## config.mk

```make
export PLATFORM = sky130hd
export DESIGN_NAME = dcsl_top
export DESIGN_NICKNAME = d
export VERILOG_FILES = /design/src/dcsl_pkg.sv /design/src/dcsl_top.sv
export SDC_FILE = /design/constraint.sdc
export NUM_CORES = 1
export LEC_CHECK = 0
export CAP_MARGIN = 20
export CORE_MARGIN = 2
export CORE_UTILIZATION = 60
export CTS_BUF_LIST = sky130_fd_sc_hd__clkbuf_8 sky130_fd_sc_hd__clkbuf_16
export CTS_CLUSTER_SIZE = 16
export DETAILED_ROUTE_END_ITERATION = 7
export DONT_BUFFER_PORTS = 1
export GPL_TIMING_DRIVEN = 0
export PLACE_DENSITY = 0.76
export SLEW_MARGIN = 10
export SYNTH_ARGS = -nofsm -noshare
export SYNTH_HDL_FRONTEND = slang
export SYNTH_SLANG_ARGS = --single-unit
```

## constraint.sdc

```tcl
create_clock -name hclk -period 5.5 [get_ports hclk]
set_input_delay 1.1 -clock hclk [delete_from_list [all_inputs] [get_ports hclk]]
set_output_delay 1.1 -clock hclk [all_outputs]
set_load 0.05 [all_outputs]
```

## src/dcsl_pkg.sv

```systemverilog
package dcsl_pkg;
  // ***********************************************
  // timing
  // ***********************************************
  localparam int CLK_PERIOD_NS = 10;
  localparam int FLASH_PERIOD_MS = 1000;
  localparam int TIMEOUT_S = 120;
  // half of a flash period in clock cycles
  localparam int FLASH_HALF_CYC = FLASH_PERIOD_MS * 1000000 / 2 / CLK_PERIOD_NS;
  // timeout expressed as flash half periods
  localparam int TIMEOUT_HALVES = TIMEOUT_S * 1000 * 2 / FLASH_PERIOD_MS;
  localparam int SYNC_SETTLE_CYC = 4;

  // ***********************************************
  // register map (byte addresses)
  // ***********************************************
  localparam logic [3:0] ADDR_CONFIG = 4'h0;
  localparam logic [3:0] ADDR_STATUS = 4'h4;
  localparam logic [3:0] ADDR_CONTROL = 4'h8;
  localparam logic CTRL_FLASH_EN_RST = 1'b1;
  localparam int CTRL_FLASH_EN_BIT = 0;
  localparam int CTRL_CLEAR_BIT = 1;

  // ***********************************************
  // error codes with special handling (octal in comments)
  // ***********************************************
  localparam logic [7:0] ERR_DRV1_HOME = 8'h10; // 020
  localparam logic [7:0] ERR_HDR_CRC = 8'h60; // 140
  localparam logic [7:0] ERR_DENSITY = 8'ha0; // 240

  typedef enum logic [1:0] {
    DCSL_CFG_SETTLE = 2'b00,
    DCSL_CFG_SAMPLE = 2'b01,
    DCSL_CFG_HOLD = 2'b11
  } dcsl_cfg_t;
endpackage

```

## src/dcsl_top.sv

```systemverilog
`timescale 1ns/1ps
// Summary of operation
// switches 1-3 all zero selects normal mode
// switch 4 picks compatibility mode 1/2
// switch 5 swaps left/right unit mapping
// switches 6 and 7 ignored in normal
// switch 8 sets one or two drives
// diagnostic routine chosen by all eight switches
// indicator 9 lit while processor runs
// indicator 1 lit in normal mode
// indicator 2 lit while waiting for host, normal mode only
// indicator 3 writing, indicator 4 reading
// indicators 5-8 show class, 5 msb
// class zero when no error recorded
// class 0001 for operator faults
// class 0010 for density or key
// class 0011 address, 0100 count/memory
// classes 0101, 0110, 0111 mapped
// classes 1000 and 1001 mapped
// classes 1010, 1011, 1100 mapped
// classes 1101 and 1110 mapped
// class 1111 for write failures
// class updates at once, init clears
// flash drive led in normal mode on an error other than density, 020 or 140
// codes 020, 140 leave error bit clear
// self-test failure pattern on indicators
// switches sampled once after power-up
// flash and timeout counters restart per error
module dcsl_top #(
  parameter int FLASH_HALF = dcsl_pkg::FLASH_HALF_CYC
) (
  input wire logic hclk,
  input wire logic hresetn,
  input wire logic hsel,
  input wire logic [31:0] haddr,
  input wire logic [1:0] htrans,
  input wire logic hwrite,
  input wire logic [2:0] hsize,
  input wire logic [31:0] hwdata,
  input wire logic hready,
  output logic [31:0] hrdata,
  output logic hreadyout,
  output logic hresp,
  input wire logic [7:0] switch_pins,
  input wire logic proc_running,
  input wire logic host_wait,
  input wire logic disk_writing,
  input wire logic disk_reading,
  input wire logic host_init,
  input wire logic err_valid,
  input wire logic [7:0] error_code_register,
  input wire logic err_unit,
  input wire logic [1:0] head_loaded,
  input wire logic selftest_fail,
  input wire logic [3:0] selftest_code,
  output logic [8:0] board_led,
  output logic [1:0] activity_led,
  output logic normal_mode,
  output logic mode1_compat,
  output logic unit_swap,
  output logic two_drives,
  output logic [7:0] diag_select,
  output logic diag_start,
  output logic control_status_register_err
);
  import dcsl_pkg::*;

  // ***********************************************
  // switch synchroniser and one-time sampling
  // ***********************************************
  logic [7:0] sw_s1;
  logic [7:0] sw_s2;
  logic [7:0] sw_s3;
  logic [7:0] sw_hold;
  logic cfg_sampled;
  logic sample_seen;
  dcsl_cfg_t cfg_state;
  dcsl_cfg_t next_cfg_state;
  logic [2:0] settle_cnt;
  wire sw_stable = (sw_s2 == sw_s3);
  wire settle_done = (settle_cnt == 3'(SYNC_SETTLE_CYC - 1));

  // the bank is slow, so three flops cost little and keep a bouncing rocker out
  // three stages; only s2/s3 are compared, s1 feeds s2 alone
  always_ff @(posedge hclk or negedge hresetn) begin
    if (!hresetn) begin
      sw_s1 <= 8'h00;
      sw_s2 <= 8'h00;
      sw_s3 <= 8'h00;
    end else begin
      sw_s1 <= switch_pins;
      sw_s2 <= sw_s1;
      sw_s3 <= sw_s2;
    end
  end

  // wait for the pipe to fill, then take one stable reading
  always_comb begin
    next_cfg_state = cfg_state;
    case (cfg_state)
      DCSL_CFG_SETTLE: if (settle_done) next_cfg_state = DCSL_CFG_SAMPLE;
      DCSL_CFG_SAMPLE: if (sw_stable) next_cfg_state = DCSL_CFG_HOLD;
      DCSL_CFG_HOLD: next_cfg_state = DCSL_CFG_HOLD;
      default: next_cfg_state = DCSL_CFG_SETTLE;
    endcase
  end

  wire take_sample = (cfg_state == DCSL_CFG_SAMPLE) && sw_stable;

  // limitation: moving a rocker after sampling takes effect only at the next power-up
  // held until the next power-up; a host init does not resample
  always_ff @(posedge hclk or negedge hresetn) begin
    if (!hresetn) begin
      cfg_state <= DCSL_CFG_SETTLE;
      settle_cnt <= 3'h0;
      sw_hold <= 8'h00;
      cfg_sampled <= 1'b0;
      sample_seen <= 1'b0;
    end else begin
      cfg_state <= next_cfg_state;
      sample_seen <= take_sample; // one-edge echo of the sampling edge
      if (!settle_done) settle_cnt <= settle_cnt + 3'h1;
      if (take_sample) begin
        sw_hold <= sw_s3;
        cfg_sampled <= 1'b1;
      end
    end
  end

  // ***********************************************
  // configuration decode
  // ***********************************************
  // bit i of the bank is switch position i+1
  wire dec_normal = cfg_sampled && (sw_hold[2:0] == 3'h0);
  wire dec_mode1 = dec_normal && sw_hold[3];
  wire dec_swap = dec_normal && sw_hold[4];
  // positions 6 and 7 feed nothing in normal mode
  wire dec_two = dec_normal && sw_hold[7];
  // diagnostic settings leave mode, mapping and count low so nothing acts on them
  wire dec_diag = cfg_sampled && !dec_normal;

  // configuration outputs, diagnostic start one cycle after sampling
  // the start pulse waits an edge so diag_select already names the routine
  always_ff @(posedge hclk or negedge hresetn) begin
    if (!hresetn) begin
      normal_mode <= 1'b0;
      mode1_compat <= 1'b0;
      unit_swap <= 1'b0;
      two_drives <= 1'b0;
      diag_select <= 8'h00;
      diag_start <= 1'b0;
    end else begin
      normal_mode <= dec_normal;
      mode1_compat <= dec_mode1;
      unit_swap <= dec_swap;
      two_drives <= dec_two;
      diag_select <= dec_diag ? sw_hold : 8'h00;
      diag_start <= sample_seen && dec_diag;
    end
  end

  // ***********************************************
  // ahb-lite slave
  // ***********************************************
  logic ph_write;
  logic ph_valid;
  logic [3:0] ph_addr;
  logic flash_en;
  logic clear_req;
  logic [3:0] err_class;
  logic [7:0] err_code;
  logic csr_err;
  logic flash_on;
  logic flash_phase;
  logic flash_unit;

  // hsize is not checked: only whole aligned words are ever moved
  wire addr_take = hsel && hready && htrans[1];
  wire [3:0] a_idx = haddr[3:0];
  wire sel_cfg = (a_idx == ADDR_CONFIG);
  wire sel_sts = (a_idx == ADDR_STATUS);
  wire sel_ctl = (a_idx == ADDR_CONTROL);
  wire [31:0] rd_cfg = {19'h0, cfg_sampled, dec_two, dec_swap,
                        dec_mode1, dec_normal, sw_hold};
  wire [31:0] rd_sts = {7'h0, board_led, selftest_fail, flash_unit,
                        flash_on, csr_err, err_code, err_class};
  wire [31:0] rd_ctl = {31'h0, flash_en};
  // unmapped words read zero and still answer okay
  wire [31:0] rd_mux = sel_cfg ? rd_cfg :
                       sel_sts ? rd_sts :
                       sel_ctl ? rd_ctl : 32'h0;
  wire wr_ctl = ph_valid && ph_write && (ph_addr == ADDR_CONTROL);

  // zero wait states: hreadyout drops only in reset, so no transfer is stretched
  // read data is captured at the address edge so it comes from a flop
  always_ff @(posedge hclk or negedge hresetn) begin
    if (!hresetn) begin
      hrdata <= 32'h0;
      hreadyout <= 1'b0;
      hresp <= 1'b0;
      ph_write <= 1'b0;
      ph_valid <= 1'b0;
      ph_addr <= 4'h0;
    end else begin
      hreadyout <= 1'b1;
      hresp <= 1'b0;
      ph_valid <= addr_take;
      ph_write <= hwrite;
      ph_addr <= a_idx;
      if (addr_take && !hwrite) hrdata <= rd_mux;
    end
  end

  // control: flash enable steers the drive leds, clear acts like init
  always_ff @(posedge hclk or negedge hresetn) begin
    if (!hresetn) begin
      flash_en <= CTRL_FLASH_EN_RST;
      clear_req <= 1'b0;
    end else begin
      clear_req <= wr_ctl && hwdata[CTRL_CLEAR_BIT];
      if (wr_ctl) flash_en <= hwdata[CTRL_FLASH_EN_BIT];
    end
  end

  // ***********************************************
  // error code to class
  // ***********************************************
  // codes are octal numbers carried as plain binary; bit 4 of the result marks
  // a listed code, so an unlisted code leaves the display alone
  function automatic logic [4:0] class_of(input logic [7:0] code);
    logic [4:0] r;
    r = 5'h00;
    case (code)
      8'h40: r = 5'h11; // 100 write protect
      8'hf0: r = 5'h11; // 360 drive not ready
      8'ha0: r = 5'h12; // 240 density
      8'ha8: r = 5'h12; // 250 density key
      8'h20: r = 5'h13; // 040 drive or track address
      8'h98: r = 5'h14; // 230 word count
      8'he8: r = 5'h14; // 350 nonexistent memory
      8'hb0: r = 5'h15; // 260 indeterminate density
      8'h68: r = 5'h16; // 150 seek mismatch
      8'h60: r = 5'h17; // 140 header check
      8'h80: r = 5'h18; // 200 data check
      8'h38: r = 5'h19; // 070 sector unrecoverable
      8'h50: r = 5'h19; // 120
      8'h58: r = 5'h19; // 130
      8'h70: r = 5'h19; // 160
      8'h78: r = 5'h19; // 170
      8'h48: r = 5'h1a; // 110 no read data
      8'h90: r = 5'h1b; // 220 sub-controller
      8'hd0: r = 5'h1b; // 320
      8'hd8: r = 5'h1b; // 330
      8'he0: r = 5'h1c; // 340 master controller
      8'h08: r = 5'h1d; // 010 drive failure
      8'h10: r = 5'h1d; // 020
      8'h18: r = 5'h1d; // 030
      8'h28: r = 5'h1d; // 050
      8'h88: r = 5'h1e; // 210 interface parity
      8'hb8: r = 5'h1f; // 270 write failure
      8'hf8: r = 5'h1f; // 370 format write failure
      default: r = 5'h00;
    endcase
    return r;
  endfunction

  // ***********************************************
  // error class capture
  // ***********************************************
  wire [4:0] cls = class_of(error_code_register);
  // unknown codes stop here and never reach the status bit
  wire err_known = err_valid && cls[4];
  // 020 and 140 are logged without the status error bit
  wire sets_csr = (error_code_register != ERR_DRV1_HOME) &&
                  (error_code_register != ERR_HDR_CRC);
  wire wants_flash = err_known && sets_csr && flash_en && dec_normal &&
                     (error_code_register != ERR_DENSITY);
  wire do_clear = host_init || clear_req;

  // the exact code is kept beside the class so software can read the cause
  // a new error wins over an init in the same cycle, so no event is lost
  always_ff @(posedge hclk or negedge hresetn) begin
    if (!hresetn) begin
      err_class <= 4'h0;
      err_code <= 8'h00;
      csr_err <= 1'b0;
    end else if (err_known) begin
      err_class <= cls[3:0];
      err_code <= error_code_register;
      csr_err <= sets_csr;
    end else if (do_clear) begin
      err_class <= 4'h0;
      err_code <= 8'h00;
      csr_err <= 1'b0;
    end
  end

  // ***********************************************
  // drive activity flash
  // ***********************************************
  logic [31:0] half_cnt;
  logic [7:0] halves;
  wire half_done = (half_cnt == 32'(FLASH_HALF - 1));
  wire time_up = half_done && (halves == 8'(TIMEOUT_HALVES - 1));

  // one drive flashes at a time; the newest qualifying error takes it over
  // the half period is a parameter so a bench can shorten the two minutes
  // counters restart on every qualifying error
  always_ff @(posedge hclk or negedge hresetn) begin
    if (!hresetn) begin
      flash_on <= 1'b0;
      flash_phase <= 1'b0;
      flash_unit <= 1'b0;
      half_cnt <= 32'h0;
      halves <= 8'h00;
    end else if (wants_flash) begin
      flash_on <= 1'b1;
      flash_phase <= 1'b1;
      flash_unit <= err_unit;
      half_cnt <= 32'h0;
      halves <= 8'h00;
    end else if (do_clear || time_up) begin
      flash_on <= 1'b0;
      flash_phase <= 1'b0;
      half_cnt <= 32'h0;
      halves <= 8'h00;
    end else if (flash_on) begin
      half_cnt <= half_done ? 32'h0 : half_cnt + 32'h1;
      if (half_done) begin
        flash_phase <= !flash_phase;
        halves <= halves + 8'h1;
      end
    end
  end

  // head load shows on a drive's led whenever that drive is not flashing
  // logical unit to physical drive: index 0 left, 1 right
  wire flash_phys = flash_unit ^ dec_swap;
  logic [1:0] next_act;
  always_comb begin
    next_act = head_loaded;
    if (flash_on) next_act[flash_phys] = flash_phase;
  end

  // ***********************************************
  // board indicators
  // ***********************************************
  // indicators 3 and 4 follow the disk in both modes
  // a failed power-up test overrides everything with its fixed pattern
  wire halt_fail = selftest_fail;
  wire l1 = !halt_fail && dec_normal;
  wire l2 = halt_fail || (dec_normal && host_wait);
  wire l3 = !halt_fail && disk_writing;
  wire l4 = !halt_fail && disk_reading;
  wire [3:0] l58 = halt_fail ? selftest_code : err_class;
  wire l9 = !halt_fail && proc_running;
  // board_led[0] is indicator 1; indicator 5 (msb) is board_led[4]
  wire [8:0] next_led = {l9, l58[0], l58[1], l58[2], l58[3], l4, l3, l2, l1};

  // all indicators registered so they never glitch
  always_ff @(posedge hclk or negedge hresetn) begin
    if (!hresetn) begin
      board_led <= 9'h000;
      activity_led <= 2'h0;
      control_status_register_err <= 1'b0;
    end else begin
      board_led <= next_led;
      activity_led <= next_act;
      control_status_register_err <= csr_err;
    end
  end

endmodule // dcsl_top

```

==> results of run 1 <==
==> through the flow <==
step	area, sq um	cells	total power [W]	util	hold WS [ns]
after floorplan	6980	640	0.00140	-	0.331
after global placement	7160	783	0.00144	0.630	0.332
after detailed placement	7160	783	0.00144	0.630	0.335
after CTS	7720	814	0.00253	0.679	0.348
after global routing	7720	814	0.00260	0.679	0.346
final	7720	814	0.00252	0.679	0.346
==> sequential cells by signal, summed over array words and instances, names as in the netlist, 2 cells and up <==
signal / cells
half_cnt: 32
hrdata: 25
board_led: 9
diag_select: 8
err_code: 8
halves: 8
sw_hold: 8
sw_s1: 8
sw_s2: 8
sw_s3: 8
err_class: 4
ph_addr: 4
settle_cnt: 3
activity_led: 2
cfg_state: 2
==> logic make-up after synthesis <==
family / share of synthesized area
AOI/OAI and AO/OA: 0.107
DFF: 0.554
and+or+nand+nor: 0.210
xor gates and xnor gates: 0.0315
buffers and inverters: 0.0396
other: 0.00108
muxes: 0.0493
adders and majority gates: 0.00719
==> cell type report <==
class,count,share of cell area
multi-input cells,427,0.370
inverters,17,0.00827
plain buffers,42,0.0274
flip-flops and latches,154,0.500
clock buffers,19,0.0587
well taps,143,0.0232
clock inverters,12,0.0133
==> metal layers <==
metal / global-route usage / vias to the layer above / routed length [um]
li1: - / 2337 / -
met1: 0.354 / 2505 / 6680
met2: 0.412 / 240 / 7450
met3: 0.0931 / 27 / 1390
met4: 0.0823 / 0 / 227
met5: 0 / - / 0
==> power breakdown <==
part	total (W)	switching, W	internal, W
Clock	0.00109	0.000454	0.000640
Combinational	0.000143	0.0000822	0.0000609
Sequential	0.00128	0.0000990	0.00118
Total	0.00252	0.000635	0.00189
==> worst max-delay path, cell delays in order <==
cell and delay, ns:
sky130_fd_sc_hd__nor3_1 0.52, sky130_fd_sc_hd__nand2_1 0.18, sky130_fd_sc_hd__a211o_1 0.41, sky130_fd_sc_hd__o21ai_1 0.31
sky130_fd_sc_hd__clkbuf_1 0.40, sky130_fd_sc_hd__nor3_1 0.12
==> cells in the final DEF, fill, tap and decap left out, types with 6 or more instances in the layout <==
cell type                     n
sky130_fd_sc_hd__or3_1       12
sky130_fd_sc_hd__nand2_1     42
sky130_fd_sc_hd__nor3_1      25
sky130_fd_sc_hd__and2_1      16
sky130_fd_sc_hd__clkbuf_16   17
sky130_fd_sc_hd__and4_1       7
sky130_fd_sc_hd__a31oi_1      9
sky130_fd_sc_hd__xnor2_1     19
sky130_fd_sc_hd__nand4_1      8
sky130_fd_sc_hd__xor2_1       6
sky130_fd_sc_hd__buf_2       10
sky130_fd_sc_hd__a22o_1      13
sky130_fd_sc_hd__nor4_1      11
sky130_fd_sc_hd__o21ai_0     21
sky130_fd_sc_hd__nor2b_1      7
sky130_fd_sc_hd__nand2b_1     8
sky130_fd_sc_hd__dfrtp_1    153
sky130_fd_sc_hd__nor4b_1      6
sky130_fd_sc_hd__and3_1      11
sky130_fd_sc_hd__clkbuf_1    17
sky130_fd_sc_hd__o31ai_1      9
sky130_fd_sc_hd__buf_4        9
sky130_fd_sc_hd__inv_1       18
sky130_fd_sc_hd__conb_1       9
sky130_fd_sc_hd__mux2_2      18
sky130_fd_sc_hd__mux2i_1     14
sky130_fd_sc_hd__nor2_1      21
sky130_fd_sc_hd__a21oi_1     23
sky130_fd_sc_hd__nand3_1     47
sky130_fd_sc_hd__a211oi_1     6
==> worst max-delay path by stage <==
stage / from / to / slack [ns] / cells after the start
4_1_cts: error_code_register[0] / halves[4] / 2.80 / 6
3_5_place_dp: error_code_register[0] / half_cnt[16] / 2.36 / 6
3_3_place_gp: error_code_register[0] / halves[5] / 2.45 / 6
6_report: error_code_register[0] / halves[4] / 2.75 / 6
2_1_floorplan: error_code_register[0] / half_cnt[16] / 2.93 / 6
5_1_grt: error_code_register[0] / halves[5] / 2.65 / 6
==> impl_metrics.csv, run 1 <==
group,metric,value,unit
global_routing,grt_start_max_net_pins,155,
timing,worst_pin_slew,0.869,ns
clocking,cts-htree-levels,4,
global_routing,gr-total-overflow,0,
setup_path,crit_required,5.79,ns
detailed_routing,drt_pass1_iterations,6,
setup_path,timing.rr.end,"half_cnt[22]",
min_path,min_delay_path_class,"flop to flop",
synth,top_ff_cell_synth,"sky130_fd_sc_hd__dfrtp_1",
place,dpl.hpwl,10.7,mm
timing,setup_tns,0,ns
synth,average_cell_area_after_synthesis,11.0,sq um
floorplanning,die_w,112,um
global_routing,total_grt_usage,0.265,
synth,post-synth-top-area-cell,"sky130_fd_sc_hd__dfrtp_1",
clocking,clockRootBuffer,"sky130_fd_sc_hd__clkbuf_16",
synth,yosysSeqAreaShare,0.554,
clocking,skew_pair_late_insertion_delay,0.43,ns
synth,yosys.cell_count.top_type,"sky130_fd_sc_hd__dfrtp_1",
place,gp_routability_congestion,0.902,
timing,fmax,0.364,GHz
floorplanning,initial_core_util,0.612,
global_routing,grt_pass1_wl,26.0,mm
timing,slew_viol_final,0,
place,io_buffers,0,
timing,slew_headroom,0.416,
layout,area.sequential,0.00385,sq mm
clocking,cts-resized-gates,0,
min_path,hold_crit_start,"sw_s1[3]",
detailed_routing,drt.antenna.violating_nets,0,
timing,hold_viol,0,
floorplanning,die-area,0.0125,sq mm
min_path,worstHoldPathCells,0,
clocking,clock-sinks,154,
setup_path,worst_ep_arrival_time,3.03,ns
synth,synth_async_sr_flop_share,1.00,
layout,finish.net_count,767,
setup_path,regToRegStartpoint,"half_cnt[0]",
setup_path,maximum_fanout_along_the_worst_path,10,
timing,fin_ws,2.75,ns
detailed_routing,wl,15.7,mm
timing,skew,0.00948,ns
setup_path,critPathLaunchType,"input pin",
synth,number_of_flops_mapped_to_enable_cells_by_yosys,0,
detailed_routing,detailroute.via_count,5109,
layout,post_route_cells_drive_above_1_share,0.130,
power_and_ir_drop,power.density,327,mW/mm^2
floorplanning,die_y,112,um
synth,yosys-top-cells-area,"sky130_fd_sc_hd__dfrtp_1 55%, sky130_fd_sc_hd__nand3_1 3.4%, sky130_fd_sc_hd__mux2_2 2.9%, sky130_fd_sc_hd__xnor2_1 2.4%, sky130_fd_sc_hd__nand2_1 2.3%",
run,maxCapViolations,0,
synth,synth_cells,633,
setup_path,crit_path_end_kind,"flop",
global_routing,initial_antenna_violation_count,0,
outcome,run_status,"finished clean",
clocking,cts-hold-fix-buffers,0,
setup_path,r2r.worst_path.cells,7,
floorplanning,num_rows,39,
clocking,cts_tree,"built",
floorplanning,floorplan.core_area,0.0114,sq mm
layout,fillers,863,
synth,yosys_register_bits,154,
clocking,cts.repair_timing.setup_buffer_count,0,
layout,layout-area-overhead-vs-synth,10.9,%
detailed_routing,drt_first_iter_violations,722,
layout,diodes,0,
floorplanning,design.portCount,163,
clocking,ctsLongestPathBuffers,2,
timing,minimum_clock_period_after_layout,2.75,ns
layout,multi_input_comb_area,0.00285,sq mm
synth,top_cell_types_by_occurrence_after_synthesis,"153 x sky130_fd_sc_hd__dfrtp_1, 47 x sky130_fd_sc_hd__nand3_1, 42 x sky130_fd_sc_hd__nand2_1, 25 x sky130_fd_sc_hd__nor3_1, 23 x sky130_fd_sc_hd__a21oi_1",
clocking,clkTransAtPathRegs,0.06,ns
detailed_routing,drcViolationCount,0,
global_routing,grt_pass1_vias,5086,
synth,synth_warnings,0,
detailed_routing,route.detailed.vias_per_inst,6.28,
power_and_ir_drop,worst_ir_drop_vdd,286,uV
synth,yosys.cell_types.count,71,
timing,grt_setup_unrepaired,"false",
timing,final.period_utilization,0.499,
timing,final-setup-viol-count,0,
synth,synth_top_area_frac,0.550,
setup_path,worst-r2r-setup-slack,3.14,ns
synth,post_synth_instance_area,0.00696,sq mm
power_and_ir_drop,leakage,3.37,nW
place,preCtsSetupSlack,2.36,ns
detailed_routing,wire_per_inst,19.3,um
clocking,cts-buffers-inserted,17,
setup_path,critPathKind,"input pin to flop",
min_path,worst_min_delay_path_endpoint,"sw_s2[3]",
Power figures use the tool's default switching activity.
==> run 2, diff against run 1 <==
Settings changed: ABC_AREA set to 1, CORE_UTILIZATION 60 to 57, PLACE_DENSITY 0.76 to 0.75.
Clock period 5.5 ns to 2.29 ns, I/O delays scaled along.
==> run 2 against run 1 <==
  * The flow now finishes with violations (hold timing)
  * Global-route usage is 1.1 points higher
  * Total power grew to 2.5 times the previous value
  * Clock skew is 0.0014 ns lower
  * Largest cell class unchanged
==> impl_metrics.csv, run 2 <==
group,metric,value,unit
synth,top_ff_cell_synth,"sky130_fd_sc_hd__dfrtp_1",
setup_path,worst_ep_arrival_time,2.45,ns
layout,top_register,"half_cnt",
min_path,min_delay_path_class,"input pin to async pin",
synth,post_synth_instance_area,0.00747,sq mm
power_and_ir_drop,worst_ir_drop_vdd,543,uV
setup_path,critPathKind,"flop to flop",
place,io_buffers,0,
global_routing,grt_start_max_net_pins,155,
floorplanning,num_rows,41,
layout,diodes,0,
power_and_ir_drop,power.share.switching,0.258,
floorplanning,floorplan.core_area,0.0127,sq mm
synth,average_cell_area_after_synthesis,8.28,sq um
synth,yosysSeqAreaShare,0.516,
global_routing,initial_antenna_violation_count,0,
setup_path,regToRegStartpoint,"half_cnt[0]",
setup_path,crit_required,2.61,ns
floorplanning,die_w,118,um
setup_path,critPathLaunchType,"flop",
layout,post_route_cells_drive_above_1_share,0.106,
detailed_routing,drt_first_iter_violations,593,
detailed_routing,drcViolationCount,0,
global_routing,grt_pass1_vias,5838,
outcome,run_status,"finished with violations",
power_and_ir_drop,power.density,761,mW/mm^2
synth,yosys_register_bits,154,
floorplanning,initial_core_util,0.587,
floorplanning,die-area,0.0140,sq mm
timing,slew_headroom,0.328,
detailed_routing,drt_pass1_iterations,5,
timing,final-setup-viol-count,0,
timing,setup_tns,0,ns
clocking,clock-sinks,154,
clocking,clkTransAtPathRegs,0.06,ns
synth,yosys-top-cells-area,"sky130_fd_sc_hd__dfrtp_1 51%, sky130_fd_sc_hd__nand2_1 9.8%, sky130_fd_sc_hd__nand3_1 5.7%, sky130_fd_sc_hd__inv_1 5.1%, sky130_fd_sc_hd__nor2_1 4.6%",
run,maxCapViolations,0,
power_and_ir_drop,clkPwrFrac,0.456,
setup_path,timing.rr.end,"half_cnt[3]",
setup_path,r2r.worst_path.cells,11,
timing,fmax,0.469,GHz
synth,synth_cells,902,
power_and_ir_drop,comb_power_share,0.063,
power_and_ir_drop,cell_internal_pwr,0.00475,W
floorplanning,die_y,118,um
layout,layout-area-overhead-vs-synth,12.6,%
detailed_routing,detailroute.via_count,6227,
synth,synth_top_area_frac,0.512,
power_and_ir_drop,switchingPower,0.00165,W
timing,minimum_clock_period_after_layout,2.13,ns
timing,whs,-0.280,ns
detailed_routing,wire_per_inst,16.2,um
global_routing,grt_pass1_wl,30.5,mm
global_routing,total_grt_usage,0.276,
layout,layout.cells.most_common_list,"195 x sky130_fd_sc_hd__nand2_1, 152 x sky130_fd_sc_hd__dfrtp_1, 103 x sky130_fd_sc_hd__inv_1, 90 x sky130_fd_sc_hd__nor2_1, 85 x sky130_fd_sc_hd__nand3_1",
place,dpl.hpwl,12.9,mm
synth,yosys.cell_types.count,41,
place,gp_routability_congestion,0.956,
setup_path,worst-r2r-setup-slack,0.16,ns
clocking,cts-buffers-inserted,17,
timing,slew_viol_final,0,
clocking,skew_pair_late_insertion_delay,0.43,ns
detailed_routing,drt.antenna.violating_nets,0,
outcome,failed_checks,"hold timing",
timing,skew,0.00807,ns
setup_path,crit_path_end_kind,"flop",
power_and_ir_drop,leakage,3.96,nW
setup_path,maximum_fanout_along_the_worst_path,10,
global_routing,gr-total-overflow,0,
layout,finish.net_count,1042,
layout,flip_flop_count_of_the_largest_register_all_copies_and_words_added,32,
clocking,clockRootBuffer,"sky130_fd_sc_hd__clkbuf_16",
synth,yosys.cell_count.top_type,"sky130_fd_sc_hd__nand2_1",
synth,synth_async_sr_flop_share,1.00,
timing,worst_pin_slew,1.00,ns
synth,top_cell_types_by_occurrence_after_synthesis,"195 x sky130_fd_sc_hd__nand2_1, 153 x sky130_fd_sc_hd__dfrtp_1, 102 x sky130_fd_sc_hd__inv_1, 91 x sky130_fd_sc_hd__nor2_1, 85 x sky130_fd_sc_hd__nand3_1",
synth,number_of_flops_mapped_to_enable_cells_by_yosys,0,
floorplanning,design.portCount,163,
timing,hold_viol,154,
synth,synth_warnings,0,
clocking,cts_tree,"built",
layout,mostFrequentLayoutCell,"sky130_fd_sc_hd__nand2_1",
power_and_ir_drop,p_total,0.00640,W
detailed_routing,wl,18.1,mm
detailed_routing,route.detailed.vias_per_inst,5.57,
synth,post-synth-top-area-cell,"sky130_fd_sc_hd__dfrtp_1",
clocking,cts-htree-levels,4,
power_and_ir_drop,p_seq_frac,0.481,
timing,final.period_utilization,0.931,
layout,reg_top3,"half_cnt (32), hrdata (25), board_led (9)",
clocking,ctsLongestPathBuffers,2,
## run 2: area by class of cell
class | count | area, sq um
Clock buffer | 19 | 453
Sequential cell | 154 | 3860
Buffer | 42 | 253
Inverter | 109 | 412
Clock inverter | 12 | 166
Timing Repair Buffer | 6 | 45.0
Multi-Input combinational cell | 604 | 3010
Tap cell | 172 | 215
Fill cell | 1068 | 4310
## run 2: what timing repair did
item | 4_1_cts | 5_1_grt
endpoints found under the setup margin | 31 | 41
setup buffers | 0 | 6
cloned | 0 | 0
gates resized for setup | 4 | 12
pin swaps | 0 | 2
hold endpoints to repair | 154 | 154
## run 2: cell families (layout without fill, tap and decap cells)
logic type	Yosys count	count (layout)	share of synthesized area
other	2	9	0.00101
and+or+nand+nor	498	498	0.303
muxes	2	2	0.00285
AOI/OAI and AO/OA	65	65	0.0531
buffers and inverters	151	188	0.0873
xor gates and xnor gates	26	26	0.0305
adders and majority gates	4	4	0.00670
DFF	154	154	0.516
## run 2: worst max-delay path by stage
stage	startpoint	endpoint	slack [ns]	cells after the start
after floorplan	half_cnt[0]	half_cnt[1]	0.44	11
after global placement	half_cnt[0]	half_cnt[16]	-0.16	11
after detailed placement	half_cnt[0]	half_cnt[28]	-0.16	11
after CTS	half_cnt[0]	half_cnt[3]	0.03	11
after global routing	sw_hold[2]	half_cnt[15]	-0.01	8
final	half_cnt[0]	half_cnt[3]	0.16	11
## run 2: metal layers
layer | vias up | global-route usage | share of wire
met2 | 209 | 0.405 | 0.44
met3 | 18 | 0.0690 | 0.068
met4 | 0 | 0.0789 | 0.013
met1 | 2994 | 0.410 | 0.48
li1 | 3006 | - | -
met5 | - | 0 | 0
## run 2: per-stage QoR
| stage | hold WS [ns] | area (sq um) | setup slack, ns | util | std cells |
|---|---|---|---|---|---|
| floorplan | 0.162 | 7500 | 0.444 | - | 909 |
| global placement | 0.166 | 7710 | -0.159 | 0.606 | 1081 |
| detailed placement | 0.165 | 7710 | -0.158 | 0.606 | 1081 |
| CTS | -0.289 | 8340 | 0.0334 | 0.655 | 1112 |
| global route | -0.297 | 8410 | -0.0103 | 0.661 | 1118 |
| finish | -0.280 | 8410 | 0.158 | 0.661 | 1118 |
## run 2: power by group through the flow
stage,clock (W),sequential [W],combinational [W]
after global routing,0.00309,0.00309,0.000450
after CTS,0.00296,0.00308,0.000380
after detailed placement,0,0.00313,0.000372
final,0.00292,0.00308,0.000401
after global placement,0,0.00313,0.000365
after floorplan,0,0.00310,0.000288
## run 2: critical path, cell delays in order, from the launching register on
cell and delay, ns:
sky130_fd_sc_hd__dfrtp_2 0.40, sky130_fd_sc_hd__ha_1 0.18, sky130_fd_sc_hd__nand2_1 0.08, sky130_fd_sc_hd__nor2_2 0.14, sky130_fd_sc_hd__nand2_1 0.08, sky130_fd_sc_hd__nor3_1 0.16
sky130_fd_sc_hd__nand2_1 0.15, sky130_fd_sc_hd__o21ai_4 0.29, sky130_fd_sc_hd__inv_4 0.11, sky130_fd_sc_hd__clkbuf_2 0.22, sky130_fd_sc_hd__nand4_1 0.13, sky130_fd_sc_hd__nand2_1 0.06
==> run 3, diff against run 2 <==
Settings changed: PLACE_DENSITY 0.75 to unset, PLACE_DENSITY_LB_ADDON set to 0.2.
==> run 3 against run 2 <==
  * The flow still finishes with violations (hold timing)
  * Count of clock-buffer cells in the layout unchanged
  * Core utilization fell by 0.25 points
  * Worst hold slack better by 0.0080 ns
  * Sequential cell count unchanged
  * Critical path depth did not move
  * Via count fell by 0.93%
  * Combinational power grew 1%
  * Non-clock buffer count unchanged
  * Worst setup slack got worse by 0.10 ns
  * Cell count about the same
  * Global-route usage decreased by 0.56 points
  * Critical path type unchanged
  * Critical endpoint is now half_cnt[19]
  * Highest routed layer unchanged
==> impl_metrics.csv, run 3 (synthesized netlist as in run 2, its figures left out) <==
group,metric,value,unit
timing,final.period_utilization,0.975,
power_and_ir_drop,leakage,3.94,nW
clocking,clockRootBuffer,"sky130_fd_sc_hd__clkbuf_16",
layout,top_register,"half_cnt",
timing,slew_viol_final,0,
detailed_routing,route.detailed.vias_per_inst,5.51,
timing,worst_pin_slew,1.00,ns
timing,skew,0.00618,ns
place,placedInstanceArea,0.00771,sq mm
detailed_routing,drt.antenna.violating_nets,0,
outcome,run_status,"finished with violations",
setup_path,worst_ep_arrival_time,2.54,ns
setup_path,regToRegStartpoint,"half_cnt[1]",
timing,hold_viol,154,
clocking,cts_tree,"built",
place,dp_cells,1081,
floorplanning,die_y,118,um
floorplanning,die_w,118,um
floorplanning,design.portCount,163,
layout,flip_flop_count_of_the_largest_register_all_copies_and_words_added,32,
detailed_routing,drt_first_iter_violations,529,
power_and_ir_drop,worst_ir_drop_vdd,614,uV
floorplanning,initial_core_util,0.587,
place,io_buffers,0,
layout,finalNonFillerCells,1119,
timing,final-setup-viol-count,0,
clocking,cts-buffers-inserted,17,
clocking,ctsLongestPathBuffers,2,
floorplanning,die-area,0.0140,sq mm
clocking,clock-sinks,154,
setup_path,r2r.worst_path.cells,11,
floorplanning,num_rows,41,
power_and_ir_drop,power.density,753,mW/mm^2
layout,fillers,1107,
global_routing,initial_antenna_violation_count,0,
setup_path,critPathKind,"flop to flop",
global_routing,total_grt_usage,0.271,
detailed_routing,drt_pass1_iterations,6,
setup_path,maximum_fanout_along_the_worst_path,5,
place,dpl.hpwl,13.0,mm
layout,diodes,0,
detailed_routing,detailroute.via_count,6169,
timing,whs,-0.272,ns
global_routing,grt_start_max_net_pins,155,
timing,minimum_clock_period_after_layout,2.23,ns
setup_path,critPathLaunchType,"flop",
layout,layout-area-overhead-vs-synth,12.2,%
setup_path,crit_path_end_kind,"flop",
setup_path,crit_required,2.60,ns
global_routing,gr-total-overflow,0,
clocking,skew_pair_late_insertion_delay,0.42,ns
layout,mostFrequentLayoutCell,"sky130_fd_sc_hd__nand2_1",
layout,post_route_cells_drive_above_1_share,0.107,
place,gp_routability_congestion,0.991,
global_routing,grt_pass1_wl,30.1,mm
detailed_routing,wire_per_inst,16.4,um
layout,finish.net_count,1042,
outcome,failed_checks,"hold timing",
setup_path,worst-r2r-setup-slack,0.06,ns
floorplanning,floorplan.core_area,0.0127,sq mm
timing,slew_headroom,0.326,
power_and_ir_drop,p_total,0.00631,W
setup_path,worstSetupStartpoint,"half_cnt[1]",
layout,layout.cells.most_common_list,"195 x sky130_fd_sc_hd__nand2_1, 152 x sky130_fd_sc_hd__dfrtp_1, 104 x sky130_fd_sc_hd__inv_1, 89 x sky130_fd_sc_hd__nor2_1, 85 x sky130_fd_sc_hd__nand3_1",
run,maxCapViolations,0,
layout,fin_area,0.00838,sq mm
clocking,clkTransAtPathRegs,0.06,ns
detailed_routing,drcViolationCount,0,
detailed_routing,wl,18.4,mm
global_routing,grt_pass1_vias,5889,
layout,reg_top3,"half_cnt (32), hrdata (25), board_led (9)",
timing,fmax,0.448,GHz
min_path,min_delay_path_class,"input pin to async pin",
clocking,cts-htree-levels,4,
-- run 3: worst paths after layout --
path / to
min in group hclk: sw_s1[0]
max in group asynchronous: flash_en
hold / removal: sw_hold[6]
hold reg to reg: sw_s2[5]
setup / recovery: half_cnt[19]
setup reg to reg: half_cnt[19]
-- run 3: power by group --
part	switching, W	internal [W]
sequential	0.000237	0.00284
combinational	0.000280	0.000127
clock	0.00115	0.00167
-- run 3: area by class of cell --
type	count	area (sq um)	area share
Sequential cell	154	3860	0.460
Buffer	42	248	0.0296
Timing Repair Buffer	6	45.0	0.00537
Clock inverter	13	140	0.0167
Tap cell	172	215	0.0257
Multi-Input combinational cell	604	3010	0.360
Clock buffer	19	453	0.0540
Inverter	109	409	0.0488
-- run 3: worst max-delay path: stages, from the launching register on --
cell                      delay (ns)
sky130_fd_sc_hd__dfrtp_1        0.37
sky130_fd_sc_hd__buf_4          0.13
sky130_fd_sc_hd__nand2_1        0.04
sky130_fd_sc_hd__nor3_1         0.37
sky130_fd_sc_hd__nand2_1        0.20
sky130_fd_sc_hd__nor2_2         0.32
sky130_fd_sc_hd__nand2_1        0.17
sky130_fd_sc_hd__o21a_1         0.20
sky130_fd_sc_hd__o21ai_0        0.13
sky130_fd_sc_hd__nor2_1         0.05
sky130_fd_sc_hd__nand3_1        0.08
sky130_fd_sc_hd__nand2_1        0.05
-- run 3: through the flow --
step           setup slack, ns   util  setup TNS [ns]
2_1_floorplan            0.444      -               0
3_3_place_gp            -0.157  0.606           -1.56
3_5_place_dp            -0.173  0.606           -1.70
4_1_cts                 0.0384  0.653               0
5_1_grt             -0.0000422  0.659      -0.0000724
6_report                0.0578  0.659               0
-- run 3: metal layers --
layer  share of wire  global-route usage
met5               0                   0
met4           0.013              0.0781
met3           0.073              0.0642
met2            0.43               0.388
met1            0.49               0.412
-- run 3: what timing repair did --
action                                  CTS  global route
endpoints found under the setup margin   27            39
endpoints found under the hold margin   154           154
resized for setup                         3            11
pin swaps                                 0             1
buffers inserted                          0             6
